### src/adcc_pkg.sv
// constants, types and field layout of the converter control block
// assumes one 10 MHz system clock and an APB master with 32-bit data
//
// Operation
// - channel_select picks the analog input fed to sample-and-hold.
// - positive_ref_select picks supply, external or fixed reference; negative is ground.
// - conversion_clock_select: 000 /2, 100 /4, 001 /8, 101 /16, 010 /32, 110 /64, x11 rc.
// - one selected conversion clock period is one bit_conversion_period.
// - a full 8-bit conversion lasts exactly ten bit_conversion_periods.
// - divided clocks follow the system clock; the rc clock stays independent.
// - the rc clock gives a bit_conversion_period near 1.6 us, 1.0 to 6.0 us.
// - a set analog_select bit turns off that pin's digital input buffer.
package adcc_pkg;

  // ****************************************
  // bus map
  // ****************************************
  localparam int          ADDR_W      = 12;
  localparam logic [11:0] ADDR_CTRL0  = 12'h000;
  localparam logic [11:0] ADDR_CTRL1  = 12'h004;
  localparam logic [11:0] ADDR_RESULT = 12'h008;
  localparam logic [11:0] ADDR_ASEL   = 12'h00c;
  localparam logic [11:0] ADDR_DIR    = 12'h010;

  // ****************************************
  // field layout and reset values
  // ****************************************
  localparam int          CHN_W       = 4;
  localparam int          NPIN        = 16;
  localparam int          RES_W       = 8;
  localparam int          CTRL0_ON    = 0;
  localparam int          CTRL0_GO    = 1;
  localparam int          CTRL0_CHN   = 2;
  localparam int          CTRL1_REF   = 0;
  localparam int          CTRL1_CKS   = 4;
  localparam int          RESULT_BUSY = 8;
  localparam logic [15:0] ASEL_RST    = 16'hffff;
  localparam logic [15:0] DIR_RST     = 16'hffff;

  // reference choices
  localparam logic [1:0]  REF_SUPPLY  = 2'h0;
  localparam logic [1:0]  REF_EXT     = 2'h1;
  localparam logic [1:0]  REF_FIXED   = 2'h2;
  localparam logic [1:0]  REF_RSVD    = 2'h3;

  // ****************************************
  // timing
  // ****************************************
  localparam int          DIV_W       = 7;
  localparam logic [6:0]  DIV_BASE    = 7'h02;
  localparam logic [1:0]  CKS_RC      = 2'h3;
  localparam logic [3:0]  BIT_PERIODS = 4'ha;

  typedef enum logic [1:0] {
    ST_IDLE = 2'b00,
    ST_SYNC = 2'b01,
    ST_CONV = 2'b11,
    ST_DONE = 2'b10
  } adcc_state_t;

  typedef struct packed {
    logic [1:0]       rc_sync;
    logic             rc_prev;
    logic [RES_W-1:0] res_s1;
    logic [RES_W-1:0] res_s2;
    logic [RES_W-1:0] result;
    logic [CHN_W-1:0] chn;
    logic             go;
    logic             on;
    logic [2:0]       cks;
    logic [1:0]       refsel;
    logic [NPIN-1:0]  asel;
    logic [NPIN-1:0]  dig_en;
    logic [NPIN-1:0]  dir;
    logic [DIV_W-1:0] div_cnt;
    logic [3:0]       bit_cnt;
    adcc_state_t      state;
    logic             start_p;
    logic             tick_p;
    logic             busy;
    logic             pready;
    logic             pslverr;
    logic [31:0]      prdata;
  } adcc_regs_t;

endpackage

### src/adcc_top.sv
// converter control: apb registers, clock select, conversion sequencer
// assumes an analog sar core that steps on bit ticks and returns its result
`timescale 1ns/10ps
module adcc_top import adcc_pkg::*; (
  input  wire logic              CLK,
  input  wire logic              RST_B,
  input  wire logic              PSEL,
  input  wire logic              PENABLE,
  input  wire logic              PWRITE,
  input  wire logic [ADDR_W-1:0] PADDR,
  input  wire logic [31:0]       PWDATA,
  output logic      [31:0]       PRDATA,
  output logic                   PREADY,
  output logic                   PSLVERR,
  input  wire logic              RC_CLK,
  input  wire logic [RES_W-1:0]  SAR_RESULT,
  output logic      [CHN_W-1:0]  CHANNEL_SEL,
  output logic      [1:0]        REF_SEL,
  output logic                   CONV_ENABLE,
  output logic                   SAR_START,
  output logic                   SAR_BIT_TICK,
  output logic                   CONV_BUSY,
  output logic      [NPIN-1:0]   DIG_IN_EN,
  output logic      [NPIN-1:0]   PIN_DIR
);

  // ****************************************
  // helpers
  // ****************************************
  function automatic logic [DIV_W-1:0] clk_div(input logic [2:0] sel);
    logic [2:0] idx;
    idx = {sel[1:0], sel[2]};
    clk_div = DIV_BASE << idx;
  endfunction

  function automatic logic addr_ok(input logic [ADDR_W-1:0] a);
    if (a == ADDR_CTRL0) begin
      addr_ok = 1'b1;
    end else if (a == ADDR_CTRL1) begin
      addr_ok = 1'b1;
    end else if (a == ADDR_RESULT) begin
      addr_ok = 1'b1;
    end else if (a == ADDR_ASEL) begin
      addr_ok = 1'b1;
    end else if (a == ADDR_DIR) begin
      addr_ok = 1'b1;
    end else begin
      addr_ok = 1'b0;
    end
  endfunction

  // ****************************************
  // reset release
  // ****************************************
  logic [1:0] rst_q;
  logic       rst_b_s;

  always_ff @(posedge CLK or negedge RST_B) begin
    if (!RST_B) begin
      rst_q <= 2'h0;
    end else begin
      rst_q <= {rst_q[0], 1'b1};
    end
  end
  assign rst_b_s = rst_q[1];

  // ****************************************
  // state
  // ****************************************
  adcc_regs_t       r;
  adcc_regs_t       n;
  logic             sys_tick;
  logic             rc_tick;
  logic             bit_tick;
  logic             access;
  logic             wr_now;
  logic [31:0]      rd_word;
  logic [1:0]       wref;

  always_comb begin
    n         = r;
    n.start_p = 1'b0;
    n.tick_p  = 1'b0;

    // rc pin synchroniser and edge
    n.rc_sync = {r.rc_sync[0], RC_CLK};
    n.rc_prev = r.rc_sync[1];
    rc_tick   = r.rc_sync[1] & ~r.rc_prev;

    // result bus synchroniser
    n.res_s1  = SAR_RESULT;
    n.res_s2  = r.res_s1;

    // system clock divider
    if (r.div_cnt >= clk_div(r.cks) - DIV_W'(1)) begin
      n.div_cnt = '0;
      sys_tick  = 1'b1;
    end else begin
      n.div_cnt = r.div_cnt + DIV_W'(1);
      sys_tick  = 1'b0;
    end

    // one tick per bit period
    if (r.cks[1:0] == CKS_RC) begin
      bit_tick = rc_tick;
    end else begin
      bit_tick = sys_tick;
    end

    // conversion sequencer
    case (r.state)
      ST_IDLE: begin
        if (r.go && r.on) begin
          n.state = ST_SYNC;
        end
      end
      ST_SYNC: begin
        if (bit_tick) begin
          n.state   = ST_CONV;
          n.bit_cnt = '0;
          n.start_p = 1'b1;
          n.busy    = 1'b1;
        end
      end
      ST_CONV: begin
        if (bit_tick) begin
          n.tick_p  = 1'b1;
          n.bit_cnt = r.bit_cnt + 4'h1;
          if (r.bit_cnt == BIT_PERIODS - 4'h1) begin
            n.state = ST_DONE;
          end
        end
      end
      ST_DONE: begin
        n.result = r.res_s2;
        n.go     = 1'b0;
        n.busy   = 1'b0;
        n.state  = ST_IDLE;
      end
      default: begin
        n.state = ST_IDLE;
      end
    endcase

    // turning the converter off aborts
    if (!r.on && (r.state != ST_IDLE)) begin
      n.state = ST_IDLE;
      n.go    = 1'b0;
      n.busy  = 1'b0;
    end

    // apb read data
    if (PADDR == ADDR_CTRL0) begin
      rd_word = 32'(r.chn) << CTRL0_CHN;
      rd_word[CTRL0_GO] = r.go;
      rd_word[CTRL0_ON] = r.on;
    end else if (PADDR == ADDR_CTRL1) begin
      rd_word = (32'(r.cks) << CTRL1_CKS) | (32'(r.refsel) << CTRL1_REF);
    end else if (PADDR == ADDR_RESULT) begin
      rd_word = 32'(r.result);
      rd_word[RESULT_BUSY] = r.busy;
    end else if (PADDR == ADDR_ASEL) begin
      rd_word = 32'(r.asel);
    end else if (PADDR == ADDR_DIR) begin
      rd_word = 32'(r.dir);
    end else begin
      rd_word = 32'h0000_0000;
    end

    // apb handshake: one wait state
    access = PSEL && PENABLE;
    wr_now = access && r.pready && PWRITE && !r.pslverr;
    if (access && !r.pready) begin
      n.pready  = 1'b1;
      n.pslverr = !addr_ok(PADDR);
      n.prdata  = PWRITE ? 32'h0000_0000 : rd_word;
    end else begin
      n.pready  = 1'b0;
      n.pslverr = 1'b0;
      n.prdata  = 32'h0000_0000;
    end

    // register writes take effect on the completing edge
    wref = PWDATA[CTRL1_REF +: 2];
    if (wr_now) begin
      if (PADDR == ADDR_CTRL0) begin
        n.chn = PWDATA[CTRL0_CHN +: CHN_W];
        n.on  = PWDATA[CTRL0_ON];
        if (!PWDATA[CTRL0_ON]) begin
          n.go = 1'b0;
        end else if (PWDATA[CTRL0_GO] && (r.state == ST_IDLE) && !r.go) begin
          n.go = 1'b1;
        end
      end else if (PADDR == ADDR_CTRL1) begin
        n.cks    = PWDATA[CTRL1_CKS +: 3];
        n.refsel = (wref == REF_RSVD) ? REF_SUPPLY : wref;
      end else if (PADDR == ADDR_ASEL) begin
        n.asel   = PWDATA[NPIN-1:0];
        n.dig_en = ~PWDATA[NPIN-1:0];
      end else if (PADDR == ADDR_DIR) begin
        n.dir = PWDATA[NPIN-1:0];
      end
    end
  end

  always_ff @(posedge CLK or negedge rst_b_s) begin
    if (!rst_b_s) begin
      r        <= '0;
      r.asel   <= ASEL_RST;
      r.dig_en <= ~ASEL_RST;
      r.dir    <= DIR_RST;
      r.state  <= ST_IDLE;
    end else begin
      r <= n;
    end
  end

  // ****************************************
  // outputs
  // ****************************************
  assign PRDATA       = r.prdata;
  assign PREADY       = r.pready;
  assign PSLVERR      = r.pslverr;
  assign CHANNEL_SEL  = r.chn;
  assign REF_SEL      = r.refsel;
  assign CONV_ENABLE  = r.on;
  assign SAR_START    = r.start_p;
  assign SAR_BIT_TICK = r.tick_p;
  assign CONV_BUSY    = r.busy;
  assign DIG_IN_EN    = r.dig_en;
  assign PIN_DIR      = r.dir;

endmodule

### config.mk
export PLATFORM = sky130hd
export DESIGN_NAME = adcc_top
export DESIGN_NICKNAME = d
export VERILOG_FILES = /design/src/adcc_pkg.sv /design/src/adcc_top.sv
export SDC_FILE = /design/constraint.sdc
export NUM_CORES = 1
export LEC_CHECK = 0
export BUFFER_PORTS_ARGS = -buffer_cell sky130_fd_sc_hd__buf_2
export CELL_PAD_IN_SITES_DETAIL_PLACEMENT = 1
export CELL_PAD_IN_SITES_GLOBAL_PLACEMENT = 2
export CORE_MARGIN = 3
export CORE_UTILIZATION = 34
export DETAILED_ROUTE_END_ITERATION = 10
export PLACE_DENSITY = 0.83
export SETUP_SLACK_MARGIN = 0.5
export SLEW_MARGIN = 5
export SYNTH_ARGS = -nofsm -noshare
export SYNTH_HDL_FRONTEND = slang
export SYNTH_SLANG_ARGS = --single-unit
### constraint.sdc
create_clock -name CLK -period 4.3 [get_ports CLK]
set_input_delay 0.215 -clock CLK [delete_from_list [all_inputs] [get_ports CLK]]
set_output_delay 0.215 -clock CLK [all_outputs]
set_load 0.02 [all_outputs]
# Yosys cells after proc, flatten, opt, wreduce, memory -nomap -nowiden
# Cells that the tools add are included.
[op_classes]
add_sub_neg = 3
magnitude_cmp = 1
eq_ne = 16
shifts = 1
n_mux = 42
n_bitwise = 7
n_reduce_logical = 26
[ops]
columns = ["cell", "count"]
rows = [
  ["two-way mux 16 bit", 7],
  ["two-way mux 32 bit", 2],
  ["two-way mux 55 bit", 1],
  ["two-way mux 53 bit", 1],
  ["two-way mux 48 bit", 1],
  ["two-way mux 34 bit", 1],
  ["equality test 12 x 4 -> 1 bit (second input constant)", 2],
  ["two-way mux 1 bit", 17],
  ["inverter 16 bit", 1],
  ["two-way mux 7 bit", 2],
  ["equality test 12 x 3 -> 1 bit (second input constant)", 1],
  ["equality test 12 x 5 -> 1 bit (second input constant)", 1],
  ["logical NOT 12 bit", 1],
  ["inequality test 3 bit (second input constant)", 4],
  ["two-way mux 2 bit", 5],
  ["logical AND 1 bit", 9],
  ["equality test 2 bit (second input constant)", 4],
  ["case mux 2 bit (4 select lines)", 1],
  ["case mux 4 bit (2 select lines)", 1],
  ["AND reduction 4 bit", 2],
  ["adder 7 x 1 -> 7 bit (second input constant)", 1],
  ["greater-or-equal comparator 7 bit", 1],
  ["bitwise OR 7 x 2 -> 7 bit", 1],
  ["left shift 2 x 3 -> 7 bit (first input constant)", 1],
  ["17 further kinds", 28],
]
[totals]
ff_bits = 138
input_bits = 58
output_inout_bits = 76
wordCells = 119

# Longest topological paths before layout
# Gate-level depths: netlist of the first run.
[depth]
depth_word = 9
mapped_depth = 9
ltp_nobuf = 7

# Worst setup path before layout of the first run
# Ideal clock, no wire load.
[synth_timing]
path_kind = "register -> register"
startpoint = "register r[101] (netlist bit)"
endpoint = "register r (netlist bit SAR_START)"
arrival_ns = 2.190
required_time_ns = 4.181
path_slack_ns = 1.991
stages_incl_launch_ff = 10
period_less_slack_ns = 2.309
cell_sequence = "dfrtp_1 -> clkbuf_1 -> o21ai_0 -> ha_1 -> and3_1 -> a221oi_1 -> a21oi_1 -> or2_2 -> clkbuf_1 -> and2_1"
[synth_rtl]
columns = ["element", "line", "source"]
rows = [
  ["start, declared", "adcc_top.sv:70", "adcc_regs_t r;"],
  ["start signal, assigned", "adcc_top.sv:214", "r <= n;"],
]

==> out/qor.yml, run 1 <==
hold_class: "in -> reg"
tns_ns: 0
worstPathArrival_ns: 2.78
finalNetCount: 597
yosys_warnings: 0
die_width_um: 133.2
area_growth_pct: 17.03
floorplan.initialDensity_pct: 35.41
ir_worst_vdd_uv: 298.2
worstMarginPinSlew_ns: 0.7842
cts_tree: "built"
core_area_um2: 15540
clock_sinks: 122
layout_commonest_cell: "buf_2"
cp-end-kind: "register"
netlist_area_um2: 5503
final_layout_size_suffix_gt1_share_pct: 40.33
ff_latch_area_um2: 3097
relSlewSlack_pct: 47.49
first_iter_violations: 159
io_pins: 134
ys_types: 50
multiInputGateArea_um2: 1814
power_density_nw_per_um2: 438.0
synth-seq-area-share_pct: 56.21
grt_pass1_wl_mm: 20.76
synthCells: 470
synth_top_area_cell: "dfrtp_1"
worst_setup_path_start_kind: "register"
wl_per_cell_um: 16.79
synth_area_leaders: "dfrtp_1 (41%), dfstp_2 (15%), buf_4 (9.5%)"
fillCellCount: 1715
layout_common_cells: "buf_2 (101), dfrtp_1 (89), mux2_2 (39)"
grt_max_degree: 52
ys_seq_elements: 122
synth_edf_count: 0
grt_pass1_vias: 3865
maxSlewViolCount: 0
postRouteWirelength_mm: 12.68
path_max_fanout: 9
clkLatencyLatePin_ns: 0.42
io_buffers: 101
hold_violations: 0
synth_top_area_share_pct: 40.93
synth_flop_cell: "dfrtp_1"
h-tree-depth: 4
drtPass1Iterations: 4
place_congestion: 0.7619
clock-root-buffer: "clkbuf_16"
rsz0062_at_grt: "false"
die_area_um2: 17750
skew_ns: 0.01027
async_reset_ff_share_pct: 100.0
clockBufferDepth: 2
vias: 3525
path_clk_slew_ns: 0.06
grt_use_total_pct: 14.88
postLayoutCoreUtil_pct: 41.44
power.leakage_nw: 3.159
die_y_um: 133.2
synth.avg_cell_area_um2: 11.71
max-cap-violations: 0
finalSetupViolCount: 0
num_rows: 45
antenna_found_initial: 1
min_period_ns: 2.475
cts.repair.resized: 0
fmax_ghz: 0.4040
required_ns: 4.60
finalPower_w: 0.002821
fin_crit_sh_pct: 57.57
crit_type: "reg -> reg"
viasPerCell: 4.669
place_hpwl_mm: 9.104
antenna_left: 0
cts_inserted_buffers: 17
drc: 0
grt_overflow: 0
status: "finished, final reports clean"
## final timing paths
check,to,slack (ns),from,depth (start not counted)
worst max-delay path,SAR_START$_DFF_PN0_,1.82,r[101]$_DFFE_PN0P_,7
worst min-delay path,DIG_IN_EN[12]$_DFFE_PN0P_,0.02,PWDATA[12],2
worst max register to register,SAR_START$_DFF_PN0_,1.82,r[101]$_DFFE_PN0P_,7
worst min register to register,CHANNEL_SEL[0]$_DFFE_PN0P_,0.29,rst_q[1]$_DFF_PN0_,0
max in group asynchronous,PRDATA[3]$_DFF_PN0_,2.98,rst_q[1]$_DFF_PN0_,1
min in group asynchronous,rst_q[0]$_DFF_PN0_,0.11,RST_B,2
## report_power, final
group,switching (W),internal (W)
logic,0.000124,0.0000708
clock network,0.000505,0.000912
registers,0.0000282,0.00118
## sequential cells by signal, indices dropped and copies added (netlist names)
register      cells
CONV_BUSY         1
SAR_START         1
n                10
rst_q             2
PIN_DIR          16
SAR_BIT_TICK      1
CHANNEL_SEL       4
REF_SEL           2
PREADY            1
DIG_IN_EN        16
CONV_ENABLE       1
PSLVERR           1
PRDATA           16
r                50
## critical path, stage by stage, from the launching register on
cell	delay, ns
dfrtp_1	0.49
nand2_1	0.17
ha_1	0.32
and3_1	0.16
a221oi_1	0.46
a21oi_1	0.19
or2_2	0.37
and2_1	0.18
## per-stage QoR
step / hold slack [ns] / std cells / setup slack [ns] / cell area, um^2
3_3_place_gp: 0.001478 / 712 / 1.950 / 5737
6_report: 0.01998 / 755 / 1.825 / 6440
4_1_cts: 0.009043 / 754 / 1.811 / 6437
5_1_grt: 0.01727 / 755 / 1.585 / 6440
3_5_place_dp: 0.003862 / 712 / 1.910 / 5737
2_1_floorplan: -0.08059 / 485 / 0.7054 / 5559
## per-layer routing
layer	routed length [um]	global-route usage, %	vias up
li1	-	-	1644
met4	223	5.943	0
met5	0	0	-
met2	6354	25.06	86
met3	696	4.607	18
met1	5402	17.82	1777
## logic make-up after synthesis
logic type,count (synthesis),synth area share [%]
flops,122,56.21
simple gates,107,9.482
buf+inv,98,11.85
compound gates,69,7.686
mux,58,11.80
fa+ha+maj,9,2.046
xor+xnor,5,0.7960
other cells,2,0.1365
## cells in the mapped netlist, types with 2 or more instances
master / number
or2_2: 2
nand4_1: 3
a21o_1: 4
nand3_1: 5
or3_1: 2
nor3_1: 6
a31oi_1: 2
nand2_1: 35
a211oi_1: 4
inv_1: 11
mux2i_1: 12
and2_1: 2
buf_6: 2
buf_4: 70
mux2_2: 39
dfrtp_1: 90
mux2_1: 4
a21oi_1: 13
ha_1: 9
a22oi_1: 9
xnor2_1: 3
and3_1: 4
buf_2: 5
dfstp_2: 32
clkbuf_1: 10
nand2b_1: 2
o21ai_0: 27
nor2_1: 36
o2bb2ai_1: 2
xor2_1: 2
mux2_4: 3
conb_1: 2
## cell type report
class	count	share of cell area (%)
well taps	211	4.099
repair buffers	113	9.637
diodes	1	0.03886
clock inverters	10	1.807
flip-flops and latches	122	48.09
clock buffers	22	7.519
inverters	11	0.6411
multi-input cells	265	28.17
## timing repair
item / CTS / global route
buffers inserted: 0 / 0
hold endpoints to repair: 11 / 0
hold buffers: 10 / 0
(Power assumes the default switching activity.)
==> run 2, diff against run 1 <==
--- a/config.mk
+++ b/config.mk
@@ -9,9 +9,9 @@
 export CELL_PAD_IN_SITES_DETAIL_PLACEMENT = 1
 export CELL_PAD_IN_SITES_GLOBAL_PLACEMENT = 2
 export CORE_MARGIN = 3
-export CORE_UTILIZATION = 34
+export CORE_UTILIZATION = 31
 export DETAILED_ROUTE_END_ITERATION = 10
-export PLACE_DENSITY = 0.83
+export PLACE_DENSITY = 0.8
 export SETUP_SLACK_MARGIN = 0.5
 export SLEW_MARGIN = 5
 export SYNTH_ARGS = -nofsm -noshare
==> constraint.sdc (replaced) <==
create_clock -name CLK -period 2.25 [get_ports CLK]
set_input_delay 0.1125 -clock CLK [delete_from_list [all_inputs] [get_ports CLK]]
set_output_delay 0.1125 -clock CLK [all_outputs]
set_load 0.02 [all_outputs]
==> run 2 against run 1 <==
Against the previous run: clock power increased by 91%; global-route usage grew 0.17 points; clock-buffer cell count decreased by 2; largest cell class unchanged.
==> out/qor.yml, run 2 (synthesis gave the netlist of run 1 again) <==
place_hpwl_mm: 9.606  # +5.5%
wl_per_cell_um: 17.53  # +4.4%
n_antenna_cell: 0  # -1
required_ns: 2.57  # -2.03 ns
drtPass1Iterations: 4  # unchanged
path_clk_slew_ns: 0.06  # about the same
grt_max_degree: 50  # -3.8%
placedCellCount: 733  # +2.9%
finalSetupViolCount: 0  # unchanged
worst_setup_path_start_kind: "register"
layout.cells.non_filler: 803  # +6.4%
antenna_left: 0  # unchanged
antenna_found_initial: 0  # -1
clock_sinks: 122  # unchanged
clkLatencyLatePin_ns: 0.42  # about the same
max-cap-violations: 0  # unchanged
area_growth_pct: 25.06
largest_reg_flops: 50  # unchanged
io_buffers: 101  # unchanged
floorplan.initialDensity_pct: 31.70  # -3.7 points
min_period_ns: 2.077  # -0.3981 ns
rsz0062_at_grt: "true"
fmax_ghz: 0.4814  # +19%
ir_worst_vdd_uv: 530.9  # +78%
power_density_nw_per_um2: 800.2  # +83%
cts_inserted_buffers: 17  # unchanged
drc: 0  # unchanged
grt_use_total_pct: 15.06  # +0.17 points
h-tree-depth: 4  # unchanged
hold_class: "in -> reg"
cts_tree: "built"
largest_register: "r"
die_y_um: 139.2  # +4.5%
worstMarginPinSlew_ns: 0.5837  # -0.2005 ns
layout_common_cells: "buf_2 (101), dfrtp_1 (84), mux2_2 (39)"
maxSlewViolCount: 0  # unchanged
fin_hold_ws_ns: 0.07541  # +0.05543 ns
tns_ns: 0  # unchanged
viasPerCell: 4.625  # -0.94%
grt_pass1_wl_mm: 22.74  # +9.5%
final_layout_size_suffix_gt1_share_pct: 43.25  # +2.9 points
grt_overflow: 0  # unchanged
die_area_um2: 19390  # +9.2%
status: "finished, final reports clean"
clock-root-buffer: "clkbuf_16"
num_rows: 48  # +6.7%
finalNetCount: 632  # +5.9%
hold_violations: 0  # unchanged
layout_commonest_cell: "buf_2"
cp-end-kind: "register"
relSlewSlack_pct: 60.94  # +13 points
postRouteWirelength_mm: 14.08  # +11%
clockBufferDepth: 2  # unchanged
worstPathArrival_ns: 2.40  # -0.38 ns
power.leakage_nw: 3.314  # +4.9%
crit_type: "reg -> reg"
core_area_um2: 17360  # +12%
place_congestion: 0.8266  # +8.5%
path_max_fanout: 7  # -2
first_iter_violations: 139  # -13%
postLayoutCoreUtil_pct: 39.65  # -1.8 points
vias: 3714  # +5.4%
fin_crit_sh_pct: 92.33  # +35 points
skew_ns: 0.01087  # +0.0006055 ns
io_pins: 134  # unchanged
die_width_um: 139.2  # +4.5%
grt_pass1_vias: 4076  # +5.5%
## run 2: changes by cell type in the layout (fill, tap and decap cells not counted), sizes merged
cell and delta:
or3 +3, clkbuf -1, clkinvlp -1, diode -1, clkinv +2, inv +1
buf +13, dlygate4sd3 +18
## run 2: power breakdown
part           internal, W  switching [W]
logic             0.000214       0.000269
clock network      0.00167        0.00104
registers          0.00226      0.0000559
## run 2: final timing paths
check | from | cells after the start | endpoint | slack [ns]
worst max-delay path | r[100]$_DFFE_PN0P_ | 7 | r[42]$_DFFE_PN0P_ | 0.17
worst min-delay path | PADDR[4] | 3 | PSLVERR$_DFF_PN0_ | 0.08
worst max register to register | r[100]$_DFFE_PN0P_ | 7 | r[42]$_DFFE_PN0P_ | 0.17
worst min register to register | rst_q[1]$_DFF_PN0_ | 0 | DIG_IN_EN[2]$_DFFE_PN0P_ | 0.31
max in group asynchronous | rst_q[1]$_DFF_PN0_ | 1 | r[42]$_DFFE_PN0P_ | 1.17
min in group asynchronous | rst_q[1]$_DFF_PN0_ | 0 | DIG_IN_EN[2]$_DFFE_PN0P_ | 0.31
## run 2: final cells by class
class,instances,area (um^2)
timing repair buffer,145,944.7
clock buffer,20,446.7
inverter,11,41.29
multi-input combinational,268,1922
clock inverter,12,142.6
fill,1889,10480
sequential,122,3103
tap,225,281.5
## run 2: timing repair
action	CTS	global route
endpoints found under the hold margin	55	0
endpoints found under the setup margin	50	40
gates cloned	3	0
resized for setup	8	4
setup buffers	2	5
hold buffers	28	0
pin swaps	2	9
## run 2: metrics by stage
step                      power, W  setup slack (ns)  instance area [um^2]
final                     0.005507            0.1727                  6882
after global routing      0.005750           0.06110                  6882
after CTS                 0.005562            0.2128                  6813
after detailed placement  0.002764            0.1411                  5884
after global placement    0.002744            0.2351                  5884
after floorplan           0.002605            0.2257                  5639
## run 2: layer usage
| layer | global-route usage [%] | up-vias | share of wire [%] |
|---|---|---|---|
| met5 | 0 | - | 0 |
| met4 | 6.282 | 0 | 2.1 |
| met3 | 3.918 | 20 | 4.8 |
| met2 | 24.76 | 100 | 49 |
| met1 | 18.86 | 1875 | 44 |
| li1 | - | 1719 | - |
## run 2: worst max-delay path, cell delays in order, from the launching register on
cell      delay [ns]
dfrtp_2         0.45
o21ai_2         0.18
ha_4            0.23
a21o_1          0.20
a221oi_4        0.32
a21oi_2         0.12
or2_4           0.27
o211ai_1        0.20
==> run 3, diff against run 2 <==
--- a/config.mk
+++ b/config.mk
@@ -8,6 +8,7 @@
 export BUFFER_PORTS_ARGS = -buffer_cell sky130_fd_sc_hd__buf_2
 export CELL_PAD_IN_SITES_DETAIL_PLACEMENT = 1
 export CELL_PAD_IN_SITES_GLOBAL_PLACEMENT = 2
+export CORE_ASPECT_RATIO = 1.4
 export CORE_MARGIN = 3
 export CORE_UTILIZATION = 31
 export DETAILED_ROUTE_END_ITERATION = 10
==> run 3 against run 2 <==
Against the previous run: clock skew fell by 0.0039 ns; wire length up 0.69%; sequential cell count stayed put; critical path depth unchanged.
==> out/qor.yml, run 3 (synthesis gave the netlist of run 1 again) <==
status: "finished, final reports clean"
fmax_ghz: 0.4965  # +3.1%
grt_use_total_pct: 14.39  # -0.67 points
drc: 0  # unchanged
place_ws_ns: 0.06809  # -0.07301 ns
finalPower_w: 0.005498  # -0.15%
place_hpwl_mm: 9.643  # +0.38%
power.leakage_nw: 3.334  # +0.58%
tns_ns: 0  # unchanged
antenna_found_initial: 0  # unchanged
final_area_um2: 6917  # +0.51%
place_congestion: 0.7936  # -4.0%
p_sw_w: 0.001363  # -0.19%
crit_family: "compound AO/OA/AOI/OAI gates"
cp.depth: 7  # unchanged
io_pins: 134  # unchanged
clock-root-buffer: "clkbuf_16"
largest_register: "r"
io_buffers: 101  # unchanged
postRouteWirelength_mm: 14.17  # +0.69%
first_iter_violations: 173  # +24%
r2r_cells: 7  # unchanged
fin_crit_sh_pct: 89.51  # -2.8 points
maxSlewViolCount: 0  # unchanged
wl_per_cell_um: 17.35  # -1.0%
hold_class: "in -> async"
p_seq_share_pct: 42.0  # about the same
area_growth_pct: 25.69
required_ns: 2.57  # about the same
worst_setup_path_start_kind: "register"
relSlewSlack_pct: 60.96  # about the same
layout.cells.non_filler: 817  # +1.7%
intPower_w: 0.004136  # -0.14%
num_rows: 57  # +19%
crit_buf_inv: 0  # unchanged
layout_commonest_cell: "buf_2"
grt_pass1_wl_mm: 21.91  # -3.6%
placedCellCount: 743  # +1.4%
ir_worst_vdd_uv: 460.3  # -13%
largest_reg_flops: 50  # unchanged
worstMarginPinSlew_ns: 0.5834  # -0.0003065 ns
clock_sinks: 122  # unchanged
pwr-share-clk_pct: 47.9  # -1.3 points
drtPass1Iterations: 4  # unchanged
combPwrFrac_pct: 10.1  # +1.3 points
switching_share_pct: 24.78  # about the same
floorplan.initialDensity_pct: 31.62  # -0.082 points
finalNetCount: 635  # +0.47%
crit_chain: "o21ai_2 -> ha_4 -> a21o_1 -> a221oi_4 -> a21oi_4 -> or2_4 -> o211ai_1"
layout_common_cells: "buf_2 (102), dfrtp_1 (84), mux2_2 (39)"
setup_ws_ns: 0.2361  # +0.06340 ns
max-cap-violations: 0  # unchanged
cpMaxStageDelayCell: "dfrtp_2"
power_density_nw_per_um2: 794.9  # -0.66%
core_area_um2: 17400  # +0.26%
path_clk_slew_ns: 0.06  # about the same
cts_tree: "built"
cp-end-kind: "register"
worstPathArrival_ns: 2.33  # -0.07 ns
crit_type: "reg -> reg"
cpPeakStageDelay_ns: 0.45  # about the same
min_period_ns: 2.014  # -0.06340 ns
vias: 3717  # +0.081%
clockBufferDepth: 2  # unchanged
hold_violations: 0  # unchanged
skew_ns: 0.006952  # -0.003920 ns
n_antenna_cell: 0  # unchanged
grt_max_degree: 48  # -4.0%
grt_overflow: 0  # unchanged
viasPerCell: 4.550  # -1.6%
clkLatencyLatePin_ns: 0.40  # -0.02 ns
h-tree-depth: 4  # unchanged
cts_inserted_buffers: 17  # unchanged
die_width_um: 118.6  # -15%
dpl_cell_area_um2: 5891  # +0.11%
path_max_fanout: 5  # -2
grt_pass1_vias: 4055  # -0.52%
antenna_left: 0  # unchanged
rsz0062_at_grt: "true"
final_layout_size_suffix_gt1_share_pct: 44.92  # +1.7 points
die_y_um: 163.6  # +18%
die_area_um2: 19410  # +0.12%
r2r_slack_ns: 0.24  # +0.06 ns
finalSetupViolCount: 0  # unchanged
-- run 3: final timing paths --
path,startpoint,end
setup / recovery,r[102]$_DFFE_PN0P_,r[42]$_DFFE_PN0P_
hold / removal,RST_B,rst_q[1]$_DFF_PN0_
setup reg to reg,r[102]$_DFFE_PN0P_,r[42]$_DFFE_PN0P_
hold reg to reg,rst_q[1]$_DFF_PN0_,DIG_IN_EN[6]$_DFFE_PN0P_
max in group asynchronous,rst_q[1]$_DFF_PN0_,r[42]$_DFFE_PN0P_
min in group CLK,PWDATA[4],DIG_IN_EN[4]$_DFFE_PN0P_
-- run 3: layer usage --
layer / vias to the layer above / global-route usage, % / wire length [um]
met2: 111 / 25.54 / 7492
met5: - / 0 / 0
li1: 1721 / - / -
met3: 17 / 3.845 / 784
met4: 0 / 5.904 / 297
met1: 1868 / 16.36 / 5599
-- run 3: cell type report --
cell class                      count  area (um^2)
Sequential cell                   122         3103
Inverter                           11        41.29
Fill cell                        1940        10490
Clock inverter                     15        152.6
Clock buffer                       17        425.4
Timing Repair Buffer              147        942.2
Multi-Input combinational cell    269         1957
Tap cell                          236        295.3
-- run 3: repair_timing --
action / in CTS / in global routing
endpoints found under the hold margin: 52 / 0
gates cloned: 3 / 1
endpoints found under the setup margin: 51 / 55
setup buffers: 6 / 6
resized for setup: 9 / 13
hold buffers: 26 / 0
pin swaps: 4 / 9
-- run 3: stage by stage --
stage	utilization, %	hold slack [ns]
4_1_cts	39.14	0.01571
2_1_floorplan	-	-0.1831
6_report	39.75	0.01544
5_1_grt	39.75	0.02290
3_3_place_gp	33.85	-0.09961
3_5_place_dp	33.85	-0.09926
-- run 3: power groups by stage --
stage | Sequential [W] | Clock (W) | Combinational, W
final | 0.00231 | 0.00263 | 0.000556
after global placement | 0.00235 | 0 | 0.000406
after CTS | 0.00231 | 0.00269 | 0.000474
after floorplan | 0.00236 | 0 | 0.000250
after global routing | 0.00232 | 0.00281 | 0.000608
after detailed placement | 0.00235 | 0 | 0.000416
-- run 3: worst register-to-register path, stage by stage, from the launching register on --
cell and delay [ns]:
dfrtp_2 0.45, o21ai_2 0.19, ha_4 0.22, a21o_1 0.17, a221oi_4 0.32, a21oi_4 0.12, or2_4 0.27, o211ai_1 0.18
